[src/hdl/boot_guard_params.svh]
`ifndef BOOT_GUARD_PARAMS_SVH
`define BOOT_GUARD_PARAMS_SVH

// register offsets, byte addresses on the wishbone slave
`define GUARD_OFS_CTRL      8'h00
`define GUARD_OFS_LOCK      8'h04
`define GUARD_OFS_STAT      8'h08
`define GUARD_OFS_RVEC      8'h0C

// ctrl fields
`define GUARD_CTRL_IVBOOT   0
`define GUARD_CTRL_RESET    1'b0

// lock register field positions
`define GUARD_LOCK_APP_LO   0
`define GUARD_LOCK_APP_HI   1
`define GUARD_LOCK_BOOT_LO  2
`define GUARD_LOCK_BOOT_HI  3
`define GUARD_LOCK_ERASED   4'hF

// status fields
`define GUARD_STAT_FUSE     0
`define GUARD_STAT_EXECBOOT 1
`define GUARD_STAT_WRCNT_LO 8
`define GUARD_STAT_RDCNT_LO 16

// application reset vector, word address
`define GUARD_APP_RESET     16'h0000

`endif

[src/hdl/boot_guard_pkg.sv]
`default_nettype none

package boot_guard_pkg;

  // protection mode of one lock pair, decoded from {high, low}
  typedef enum logic [1:0] {
    lock_free,
    lock_no_write,
    lock_full,
    lock_no_read
  } lock_mode_t;

  typedef struct packed {
    logic wr_block;
    logic rd_block;
    logic irq_hide;
  } lock_perm_t;

endpackage : boot_guard_pkg

`default_nettype wire

[src/hdl/guard_if.sv]
`default_nettype none

interface guard_if;
  import boot_guard_pkg::*;

  logic [1:0] app_lock;
  logic [1:0] boot_lock;
  lock_perm_t app_perm;
  lock_perm_t boot_perm;

  modport ctl (
    output app_lock,
    output boot_lock,
    input  app_perm,
    input  boot_perm
  );

  modport dec (
    input  app_lock,
    input  boot_lock,
    output app_perm,
    output boot_perm
  );

endinterface : guard_if

`default_nettype wire

[src/hdl/lock_decode.sv]
`default_nettype none

module lock_decode
  import boot_guard_pkg::*;
(
  guard_if.dec gi
);

  // both pairs share one decoding, each pair judged on its own
  function automatic lock_perm_t decode_pair(input logic [1:0] pair);
    lock_mode_t mode;
    lock_perm_t perm;
    unique case (pair)
      2'b11:   mode = lock_free;
      2'b10:   mode = lock_no_write;
      2'b00:   mode = lock_full;
      2'b01:   mode = lock_no_read;
    endcase
    perm.wr_block = (mode == lock_no_write) || (mode == lock_full);
    perm.rd_block = (mode == lock_full) || (mode == lock_no_read);
    perm.irq_hide = (mode == lock_full) || (mode == lock_no_read);
    return perm;
  endfunction : decode_pair

  always_comb begin
    gi.app_perm  = decode_pair(gi.app_lock);
    gi.boot_perm = decode_pair(gi.boot_lock);
  end

endmodule : lock_decode

`default_nettype wire

[src/hdl/boot_section_access_guard.sv]
`include "boot_guard_params.svh"
`default_nettype none
module boot_section_access_guard
  import boot_guard_pkg::*;
#(
  parameter int unsigned         PC_W       = 13,
  parameter logic [PC_W-1:0]     BOOT_START = 13'h1C00,
  parameter int unsigned         CNT_W      = 8
)(
  input  wire logic              clk_i,
  input  wire logic              rst_i,
  input  wire logic              cyc_i,
  input  wire logic              stb_i,
  input  wire logic              we_i,
  input  wire logic [7:0]        adr_i,
  input  wire logic [3:0]        sel_i,
  input  wire logic [31:0]       dat_i,
  output logic      [31:0]       dat_o,
  output logic                   ack_o,
  input  wire logic              boot_reset_select_fuse_i,
  input  wire logic [3:0]        lock_nv_i,
  input  wire logic              chip_erase_i,
  input  wire logic [PC_W-1:0]   pc_i,
  input  wire logic              lpm_req_i,
  input  wire logic [PC_W:0]     lpm_addr_i,
  input  wire logic              spm_req_i,
  input  wire logic [PC_W:0]     spm_addr_i,
  output logic      [PC_W-1:0]   reset_vector_o,
  output logic                   lpm_grant_o,
  output logic                   lpm_refuse_o,
  output logic                   spm_start_o,
  output logic                   spm_refuse_o,
  output logic      [PC_W:0]     flash_addr_o,
  output logic                   irq_mask_o
);

  // pin synchronisers; the first stage feeds only the second
  logic [5:0] pin_meta_q;
  logic [5:0] pin_sync_q;

  always_ff @(posedge clk_i) begin
    pin_meta_q <= {chip_erase_i, boot_reset_select_fuse_i, lock_nv_i};
    pin_sync_q <= pin_meta_q;
  end

  logic       erase_sync;
  logic       fuse_sync;
  logic [3:0] lock_sync;
  assign lock_sync  = pin_sync_q[3:0];
  assign fuse_sync  = pin_sync_q[4];
  assign erase_sync = pin_sync_q[5];

  // nonvolatile state and software registers
  logic             fuse_q;
  logic [3:0]       lock_q,     lock_d;
  logic             ivboot_q,   ivboot_d;
  logic             erase_q;
  logic             erase_rise;
  logic             ack_q,      ack_d;
  logic [31:0]      dat_q,      dat_d;
  logic [CNT_W-1:0] wr_cnt_q,   wr_cnt_d;
  logic [CNT_W-1:0] rd_cnt_q,   rd_cnt_d;
  logic             bus_req;
  logic             bus_wr;

  assign erase_rise = erase_sync && !erase_q;
  assign bus_req    = cyc_i && stb_i;
  // a write lands on the edge where the master sees ack
  assign bus_wr     = bus_req && we_i && ack_q && sel_i[0];

  // request decision
  logic            exec_boot;
  logic            spm_tgt_boot;
  logic            lpm_tgt_boot;
  logic            spm_ok;
  logic            lpm_ok;
  logic            spm_go_d,   spm_go_q;
  logic            spm_no_d,   spm_no_q;
  logic            lpm_go_d,   lpm_go_q;
  logic            lpm_no_d,   lpm_no_q;
  logic [PC_W:0]   faddr_d,    faddr_q;
  logic            irq_d,      irq_q;
  logic [PC_W-1:0] rvec_d,     rvec_q;

  function automatic logic in_boot(input logic [PC_W-1:0] word_addr);
    return word_addr >= BOOT_START;
  endfunction : in_boot

  guard_if gi ();

  assign gi.app_lock  = {lock_q[`GUARD_LOCK_APP_HI], lock_q[`GUARD_LOCK_APP_LO]};
  assign gi.boot_lock = {lock_q[`GUARD_LOCK_BOOT_HI], lock_q[`GUARD_LOCK_BOOT_LO]};

  lock_decode u_decode (
    .gi (gi.dec)
  );

  assign exec_boot    = in_boot(pc_i);
  assign spm_tgt_boot = in_boot(spm_addr_i[PC_W:1]);
  assign lpm_tgt_boot = in_boot(lpm_addr_i[PC_W:1]);

  // general lock modes have no input here at all, so they cannot gate
  assign spm_ok = exec_boot
               && !(spm_tgt_boot ? gi.boot_perm.wr_block
                                 : gi.app_perm.wr_block);
  assign lpm_ok = !(lpm_tgt_boot && !exec_boot && gi.boot_perm.rd_block)
               && !(!lpm_tgt_boot && exec_boot && gi.app_perm.rd_block);

  always_comb begin
    spm_go_d = spm_req_i && spm_ok;
    spm_no_d = spm_req_i && !spm_ok;
    lpm_go_d = lpm_req_i && lpm_ok;
    lpm_no_d = lpm_req_i && !lpm_ok;
    faddr_d  = faddr_q;
    // a refused request never puts an address toward the array
    if (spm_go_d) begin
      faddr_d = spm_addr_i;
    end else if (lpm_go_d) begin
      faddr_d = lpm_addr_i;
    end
    irq_d = (gi.app_perm.irq_hide && ivboot_q && !exec_boot)
         || (gi.boot_perm.irq_hide && !ivboot_q && exec_boot);
    rvec_d = fuse_q ? PC_W'(`GUARD_APP_RESET) : BOOT_START;
  end

  always_ff @(posedge clk_i) begin
    if (rst_i) begin
      spm_go_q <= 1'b0;
      spm_no_q <= 1'b0;
      lpm_go_q <= 1'b0;
      lpm_no_q <= 1'b0;
      faddr_q  <= '0;
      irq_q    <= 1'b1;
      rvec_q   <= PC_W'(`GUARD_APP_RESET);
    end else begin
      spm_go_q <= spm_go_d;
      spm_no_q <= spm_no_d;
      lpm_go_q <= lpm_go_d;
      lpm_no_q <= lpm_no_d;
      faddr_q  <= faddr_d;
      irq_q    <= irq_d;
      rvec_q   <= rvec_d;
    end
  end

  // register file and bus slave
  always_comb begin
    lock_d   = lock_q;
    ivboot_d = ivboot_q;
    wr_cnt_d = wr_cnt_q;
    rd_cnt_d = rd_cnt_q;
    ack_d    = bus_req && !ack_q;
    dat_d    = dat_q;
    if (spm_no_q && (wr_cnt_q != '1)) begin
      wr_cnt_d = wr_cnt_q + CNT_W'(1);
    end
    if (lpm_no_q && (rd_cnt_q != '1)) begin
      rd_cnt_d = rd_cnt_q + CNT_W'(1);
    end
    if (bus_req && !ack_q) begin
      dat_d = 32'h0000_0000;
      unique case (adr_i)
        `GUARD_OFS_CTRL: dat_d[`GUARD_CTRL_IVBOOT] = ivboot_q;
        `GUARD_OFS_LOCK: dat_d[3:0] = lock_q;
        `GUARD_OFS_STAT: begin
          dat_d[`GUARD_STAT_FUSE]     = fuse_q;
          dat_d[`GUARD_STAT_EXECBOOT] = exec_boot;
          dat_d[`GUARD_STAT_WRCNT_LO +: CNT_W] = wr_cnt_q;
          dat_d[`GUARD_STAT_RDCNT_LO +: CNT_W] = rd_cnt_q;
        end
        `GUARD_OFS_RVEC: dat_d[PC_W-1:0] = rvec_q;
        default:         dat_d = 32'h0000_0000;
      endcase
    end
    if (bus_wr && (adr_i == `GUARD_OFS_CTRL)) begin
      ivboot_d = dat_i[`GUARD_CTRL_IVBOOT];
    end
    // writes may only program bits low; status and fuse take no write
    if (erase_rise) begin
      lock_d = `GUARD_LOCK_ERASED;
    end else if (bus_wr && (adr_i == `GUARD_OFS_LOCK)) begin
      lock_d = lock_q & dat_i[3:0];
    end
  end

  always_ff @(posedge clk_i) begin
    erase_q <= erase_sync;
    if (rst_i) begin
      // reset must span the synchroniser so the captured pins are settled
      fuse_q   <= fuse_sync;
      lock_q   <= lock_sync;
      ivboot_q <= `GUARD_CTRL_RESET;
      wr_cnt_q <= '0;
      rd_cnt_q <= '0;
      ack_q    <= 1'b0;
      dat_q    <= 32'h0000_0000;
    end else begin
      lock_q   <= lock_d;
      ivboot_q <= ivboot_d;
      wr_cnt_q <= wr_cnt_d;
      rd_cnt_q <= rd_cnt_d;
      ack_q    <= ack_d;
      dat_q    <= dat_d;
    end
  end

  assign ack_o          = ack_q;
  assign dat_o          = dat_q;
  assign reset_vector_o = rvec_q;
  assign spm_start_o    = spm_go_q;
  assign spm_refuse_o   = spm_no_q;
  assign lpm_grant_o    = lpm_go_q;
  assign lpm_refuse_o   = lpm_no_q;
  assign flash_addr_o   = faddr_q;
  assign irq_mask_o     = irq_q;
endmodule : boot_section_access_guard

`default_nettype wire

[config.mk]
export PLATFORM = sky130hd
export DESIGN_NAME = boot_section_access_guard
export DESIGN_NICKNAME = d
export VERILOG_FILES = /design/src/hdl/boot_guard_pkg.sv /design/src/hdl/guard_if.sv /design/src/hdl/lock_decode.sv /design/src/hdl/boot_section_access_guard.sv
export VERILOG_INCLUDE_DIRS = /design/src /design/src/hdl
export SDC_FILE = /design/constraint.sdc
export NUM_CORES = 1
export LEC_CHECK = 0
export CELL_PAD_IN_SITES_DETAIL_PLACEMENT = 0
export CELL_PAD_IN_SITES_GLOBAL_PLACEMENT = 1
export CORE_MARGIN = 2
export CORE_UTILIZATION = 42
export CTS_BUF_LIST = sky130_fd_sc_hd__clkbuf_4 sky130_fd_sc_hd__clkbuf_8
export CTS_CLUSTER_DIAMETER = 80
export DETAILED_ROUTE_END_ITERATION = 10
export DONT_BUFFER_PORTS = 1
export PLACE_DENSITY = 0.82
export SYNTH_ARGS = -nofsm -noshare
export SYNTH_HDL_FRONTEND = slang
export SYNTH_SLANG_ARGS = --single-unit
[constraint.sdc]
create_clock -name clk_i -period 3.3 [get_ports clk_i]
set_input_delay 0.825 -clock clk_i [delete_from_list [all_inputs] [get_ports clk_i]]
set_output_delay 0.825 -clock clk_i [all_outputs]
set_load 0.01 [all_outputs]
==> flow_summary.ini, run 1 <==
[drt]
routed_wl_mm = 6.96
wl_per_cell_um = 16.1
via_per_inst = 5.49
drc_errors = 0
antenna_left = 0
vias = 2378
dr.pass1.iters = 4
drt_iter0_drc = 91

[floorplan]
die_w_um = 91.0
dieHeight_um = 91.0
rows = 31
fp.dieArea_um2 = 8280
io_pins = 163
start_util = 0.436
core_area_um2 = 7290

[timing]
fin_crit_sh = 0.699
hold_viol_final = 0
finClkSkew_ns = 0.00697
finalCriticalPeriod_ns = 2.31
fmax_mhz = 433
setup_viol = 0
fin_setup_tns_ns = 0
max_slew_margin = 0.648
slew_violations = 0
tightest_slew_ns = 0.522
rsz0062_at_grt = no

[global_routing]
grt_pass1_wl_mm = 11.1
antenna_found_initial = 0
grt_max_degree = 54
first_global_vias = 2212
grt_usage = 0.170
gr-total-overflow = 0

[setup_path]
critical_path_class = input pin to flop
end_kind = flop
worstReg2RegStart = lock_q[2]$_DFFE_PP_
required_ns = 3.30
critPathLaunch = adr_i[5]
max_stage_delay_ns = 0.56
cp.buffers_inverters = 0
critPathLaunchType = input pin
cp_slowest_cell = or4_4
crit_arrival_ns = 2.31
critPathTopFamily = simple AND/OR/NAND/NOR gates
path_max_fanout = 5
crit_path_cell_trace = or4_4, nor3_1, nand2_1, o21ai_0

[synthesis]
synthArstFlopShare = 0
syn_area_um2 = 3180
synth-seq-area-share = 0.494
synth_top_cell_area_share = 0.447
netlist_instances = 338
synth-seq-cells = 76
synth_edf_count = 5
synth_cell_types = 42
ys.flop_type = dfxtp_1
yosysTopAreaCell = dfxtp_1
yosys_warnings = 0
yosys-top-cells-area = dfxtp_1 45%, buf_4 5.7%, mux2i_1 5.0%
syn_area_per_cell_um2 = 9.40

[clock_network]
clk_pin_slew_ns = 0.08
clock_path_buffers = 2
cts-root-buf = clkbuf_8
cts_tree = yes
ctsResizeCount = 0
worstSkewPairLatency_ns = 0.35
numCtsBuffers = 9
cts_setup_buffers = 0
postCtsHoldBufs = 0
cts.htree.levels = 3
cts.sinks = 76

[power_and_ir_drop]
p_total_uw = 1830
p_per_area_nw_per_um2 = 545
p_leak_uw = 0.00123
ir_drop_mv = 0.310

[layout]
area_growth_pct = 5.51
layout_commonest_cell = dfxtp_1
final_cell_mix = 71 x dfxtp_1, 39 x nor2_1, 28 x a21oi_1
layout.nets = 429
diodes = 0
drive_above_1_share = 0.0808

[run]
maxCapViolations = 0

[hold_path]
hp-class = flop to flop
hold_start = pin_meta_q[2]$_DFF_P_

[place]
portBuffers = 0
gp_congestion = 0.745
hpwl_mm = 4.96

[outcome]
status = complete, no violations
logic make-up (layout without fill, tap and decap cells):
group	count (synthesis)	count (layout)	share of synthesized area
and+or+nand+nor	104	104	0.162
AOI/OAI and AO/OA	81	81	0.169
DFF	76	76	0.494
buffers and inverters	48	23	0.0858
muxes	18	18	0.0575
xor gates and xnor gates	8	8	0.0220
adders and majority gates	2	2	0.00787
other	1	22	0.00118
path summary, 6_finish.rpt:
| check | slack (ns) | to | cells past startpoint |
|---|---|---|---|
| worst max-delay path | 0.99 | lock_q[1]$_DFFE_PP_ | 4 |
| worst min-delay path | 0.33 | pin_sync_q[2]$_DFF_P_ | 0 |
| worst max register to register | 1.57 | flash_addr_o[11]$_SDFFE_PP0P_ | 4 |
| worst min register to register | 0.33 | pin_sync_q[2]$_DFF_P_ | 0 |
stage by stage:
stage / utilization / instance area [µm²] / hold WS (ns) / setup slack, ns / cells
floorplan: - / 3260 / 0.310 / 0.846 / 359
global placement: 0.431 / 3150 / 0.311 / 0.649 / 417
detailed placement: 0.431 / 3150 / 0.312 / 0.606 / 417
CTS: 0.460 / 3350 / 0.332 / 0.985 / 433
global route: 0.460 / 3350 / 0.335 / 0.828 / 433
finish: 0.460 / 3350 / 0.327 / 0.993 / 433
sequential cells by signal (all words and copies together), names as in the netlist:
name and count:
pin_sync_q 6, ivboot_q 1, lock_q 4, wr_cnt_q 8, dat_o 20, spm_start_o 1
reset_vector_o 1, ack_o 1, pin_meta_q 6, rd_cnt_q 8, lpm_refuse_o 1, lpm_grant_o 1
erase_q 1, fuse_q 1, spm_refuse_o 1, flash_addr_o 14, irq_mask_o 1
power breakdown:
group | total [µW] | switching (µW) | internal (µW) | leakage, µW
Sequential | 998 | 34.4 | 964 | 0.000633
Clock | 733 | 359 | 375 | 0.0000955
Combinational | 96.1 | 58.3 | 37.8 | 0.000506
Total | 1830 | 451 | 1380 | 0.00123
layout make-up:
| cell class | instances | area [µm²] |
|---|---|---|
| flip-flops and latches | 76 | 1570 |
| well taps | 99 | 124 |
| repair buffers | 3 | 22.5 |
| multi-input cells | 235 | 1410 |
| clock buffers | 10 | 138 |
| inverters | 4 | 15.0 |
| clock inverters | 6 | 70.1 |
| fillers | 737 | 3940 |
worst reg2reg max path: cells and delay by family (launching register included):
family           cells  cell delay [ns]
AND/OR/NAND/NOR      2             0.56
flip-flops           1             0.40
multiplexers         1             0.40
AO/OA/AOI/OAI        1             0.28
layer usage:
| layer | GRT usage | vias up | part of all wire |
|---|---|---|---|
| met5 | 0 | - | 0 |
| met4 | 0.0644 | 0 | 0.016 |
| met3 | 0.0639 | 12 | 0.084 |
| met2 | 0.275 | 87 | 0.47 |
| met1 | 0.204 | 1121 | 0.43 |
| li1 | - | 1158 | - |
Yosys cell counts, drive strengths merged, types with 3 or more instances:
master and count:
a211oi 5, a21oi 28, a22oi 13, a311oi 3, and3 3, buf 26, clkbuf 18, dfxtp 71
edfxtp 5, inv 4, mux2i 16, nand2 20, nand3 6, nand4 10, nor2 39, nor3 7
o21ai 7, o31ai 17, or2 3, or3 3, xnor2 6
(Power assumes the default switching activity.)
==> run 2: changes to the inputs <==
--- a/config.mk
+++ b/config.mk
@@ -6,15 +6,16 @@
 export SDC_FILE = /design/constraint.sdc
 export NUM_CORES = 1
 export LEC_CHECK = 0
+export ABC_AREA = 1
 export CELL_PAD_IN_SITES_DETAIL_PLACEMENT = 0
 export CELL_PAD_IN_SITES_GLOBAL_PLACEMENT = 1
 export CORE_MARGIN = 2
-export CORE_UTILIZATION = 42
+export CORE_UTILIZATION = 41
 export CTS_BUF_LIST = sky130_fd_sc_hd__clkbuf_4 sky130_fd_sc_hd__clkbuf_8
 export CTS_CLUSTER_DIAMETER = 80
 export DETAILED_ROUTE_END_ITERATION = 10
 export DONT_BUFFER_PORTS = 1
-export PLACE_DENSITY = 0.82
+export PLACE_DENSITY = 0.86
 export SYNTH_ARGS = -nofsm -noshare
 export SYNTH_HDL_FRONTEND = slang
 export SYNTH_SLANG_ARGS = --single-unit
==> constraint.sdc (replaced) <==
create_clock -name clk_i -period 1.85 [get_ports clk_i]
set_input_delay 0.4625 -clock clk_i [delete_from_list [all_inputs] [get_ports clk_i]]
set_output_delay 0.4625 -clock clk_i [all_outputs]
set_load 0.01 [all_outputs]
==> flow_summary.ini, run 2 <==
[outcome]
status = complete, no violations

[clock_network]
clk_pin_slew_ns = 0.07
worstSkewPairLatency_ns = 0.34
postCtsHoldBufs = 0
cts.htree.levels = 3
cts_setup_buffers = 0
clock_path_buffers = 2
numCtsBuffers = 9
ctsResizeCount = 0
cts_tree = yes
cts-root-buf = clkbuf_8
cts.sinks = 76

[drt]
wl_per_cell_um = 13.7
antenna_left = 0
route.met3.wl_um = 478
vias = 2968
drc_errors = 0
drt_iter0_drc = 113
top_layer_used = met4
wl_met1_mm = 3.50
via_per_inst = 5.08
wl_met2_mm = 3.89
dr.pass1.iters = 4
routed_wl_mm = 8.00

[synthesis]
synthArstFlopShare = 0
netlist_instances = 477
synth_most_common_cell = dfxtp_1
yosysTopAreaCell = dfxtp_1
yosys.area_share.simple = 0.278
synth-seq-cells = 76
synth_top_family_by_area = simple AND/OR/NAND/NOR gates
syn_area_per_cell_um2 = 7.54
synth-seq-area-share = 0.437
yosys-top-cells-area = dfxtp_1 40%, nand3_1 9.3%, nand2_1 7.2%
yosys.area_share.xor_xnor = 0.00974
syn_area_um2 = 3600
synthTopCellsByCount = 71 x dfxtp_1, 69 x nand2_1, 67 x nand3_1
ys.flop_type = dfxtp_1
synthAdderAreaFrac = 0.00696
synth_compound_area_frac = 0.109
yosys_warnings = 0
synth_cell_types = 31
synth_top_cell_area_share = 0.395
synth_edf_count = 5
synthMuxAreaShare = 0

[setup_path]
critical_path_class = flop to flop
reg2reg_to = rd_cnt_q[6]$_SDFFE_PP0P_
required_ns = 2.09
r2r_cells = 10
endpoint = rd_cnt_q[6]$_SDFFE_PP0P_
crit_arrival_ns = 1.79
path_max_fanout = 11
worstReg2RegStart = rd_cnt_q[0]$_SDFFE_PP0P_
reg2reg_setup_slack_ns = 0.29
critPathLaunchType = flop
critPathLaunch = rd_cnt_q[0]$_SDFFE_PP0P_
end_kind = flop

[place]
placed_cell_area_um2 = 3560
portBuffers = 0
hpwl_mm = 5.80
gp_congestion = 0.902

[hold_path]
hp-class = input pin to flop

[global_routing]
grt_max_degree = 33
grt_pass1_wl_mm = 12.6
grt_usage = 0.163
first_global_vias = 2585
antenna_found_initial = 0
gr-total-overflow = 0

[timing]
rsz0062_at_grt = no
fmax_mhz = 642
slew_violations = 0
fin_setup_tns_ns = 0
hold_viol_final = 0
finalCriticalPeriod_ns = 1.56
fin_crit_sh = 0.842
setup_viol = 0
finClkSkew_ns = 0.00565

[layout]
nFillCells = 887
finalInstanceArea_um2 = 3750
seqCellArea_um2 = 1570
finalCoreUtilization = 0.437
area_growth_pct = 4.31
largest_reg_flops = 20
layout_commonest_cell = dfxtp_1
layout.nets = 571
diodes = 0
multi_input_area_um2 = 1540
final_cell_mix = 71 x dfxtp_1, 69 x nand2_1, 67 x nand3_1
drive_above_1_share = 0.0987

[run]
maxCapViolations = 0

[power_and_ir_drop]
p_per_area_nw_per_um2 = 880
p_leak_uw = 0.00161
ir_drop_mv = 0.454

[floorplan]
fp.dieArea_um2 = 9540
start_util = 0.419
core_area_um2 = 8590
die_w_um = 97.7
rows = 34
dieHeight_um = 97.7
io_pins = 163
## run 2: area by class of cell
cell class              instances  area share
well taps                     108      0.0360
multi-input cells             310       0.410
clock inverters                 5      0.0140
clock buffers                  11      0.0370
inverters                      64      0.0640
repair buffers                 10      0.0200
flip-flops and latches         76       0.419
## run 2: layer usage
layer,global-route usage,vias up
met4,0.0673,0
met3,0.0453,12
met5,0,-
met2,0.268,84
met1,0.203,1380
li1,-,1492
## run 2: worst min-delay path by stage
stage | from | to | slack (ns) | cells past startpoint
after floorplan | pin_meta_q[0]$_DFF_P_ | pin_sync_q[0]$_DFF_P_ | 0.31 | 0
after global placement | pin_meta_q[1]$_DFF_P_ | pin_sync_q[1]$_DFF_P_ | 0.31 | 0
after detailed placement | pin_meta_q[0]$_DFF_P_ | pin_sync_q[0]$_DFF_P_ | 0.31 | 0
after CTS | boot_reset_select_fuse_i | pin_meta_q[4]$_DFF_P_ | 0.12 | 0
after global routing | lock_nv_i[1] | pin_meta_q[1]$_DFF_P_ | 0.12 | 0
final | chip_erase_i | pin_meta_q[5]$_DFF_P_ | 0.15 | 0
## run 2: cells by family after synthesis
family | count (synthesis)
simple gates | 208
xor+xnor | 4
buf+inv | 112
other cells | 1
compound gates | 74
fa+ha+maj | 2
flops | 76
## run 2: power breakdown
part / total (µW) / switching (µW) / internal (µW) / leakage, µW
logic: 247 / 165 / 82.3 / 0.000879
registers: 1820 / 83.7 / 1740 / 0.000634
clock network: 1230 / 584 / 647 / 0.000102
## run 2: worst max-delay path, cell delays in order, from the launching register on
cell,delay [ns]
dfxtp_1,0.44
ha_1,0.21
inv_1,0.08
nor2_2,0.15
nand4_1,0.11
nand2_2,0.13
inv_2,0.11
nand2_1,0.10
nand2_1,0.05
nand2_1,0.05
nor2_1,0.04
## run 2: stage by stage
step                      worst slack [ns]  hold WS [ns]  instances  total power, µW
after floorplan                      0.304         0.310        498             2100
after global placement               0.243         0.310        568             2100
after detailed placement             0.221         0.314        568             2110
after CTS                            0.297         0.125        584             3340
after global routing                0.0966         0.123        584             3460
final                                0.292         0.148        584             3300
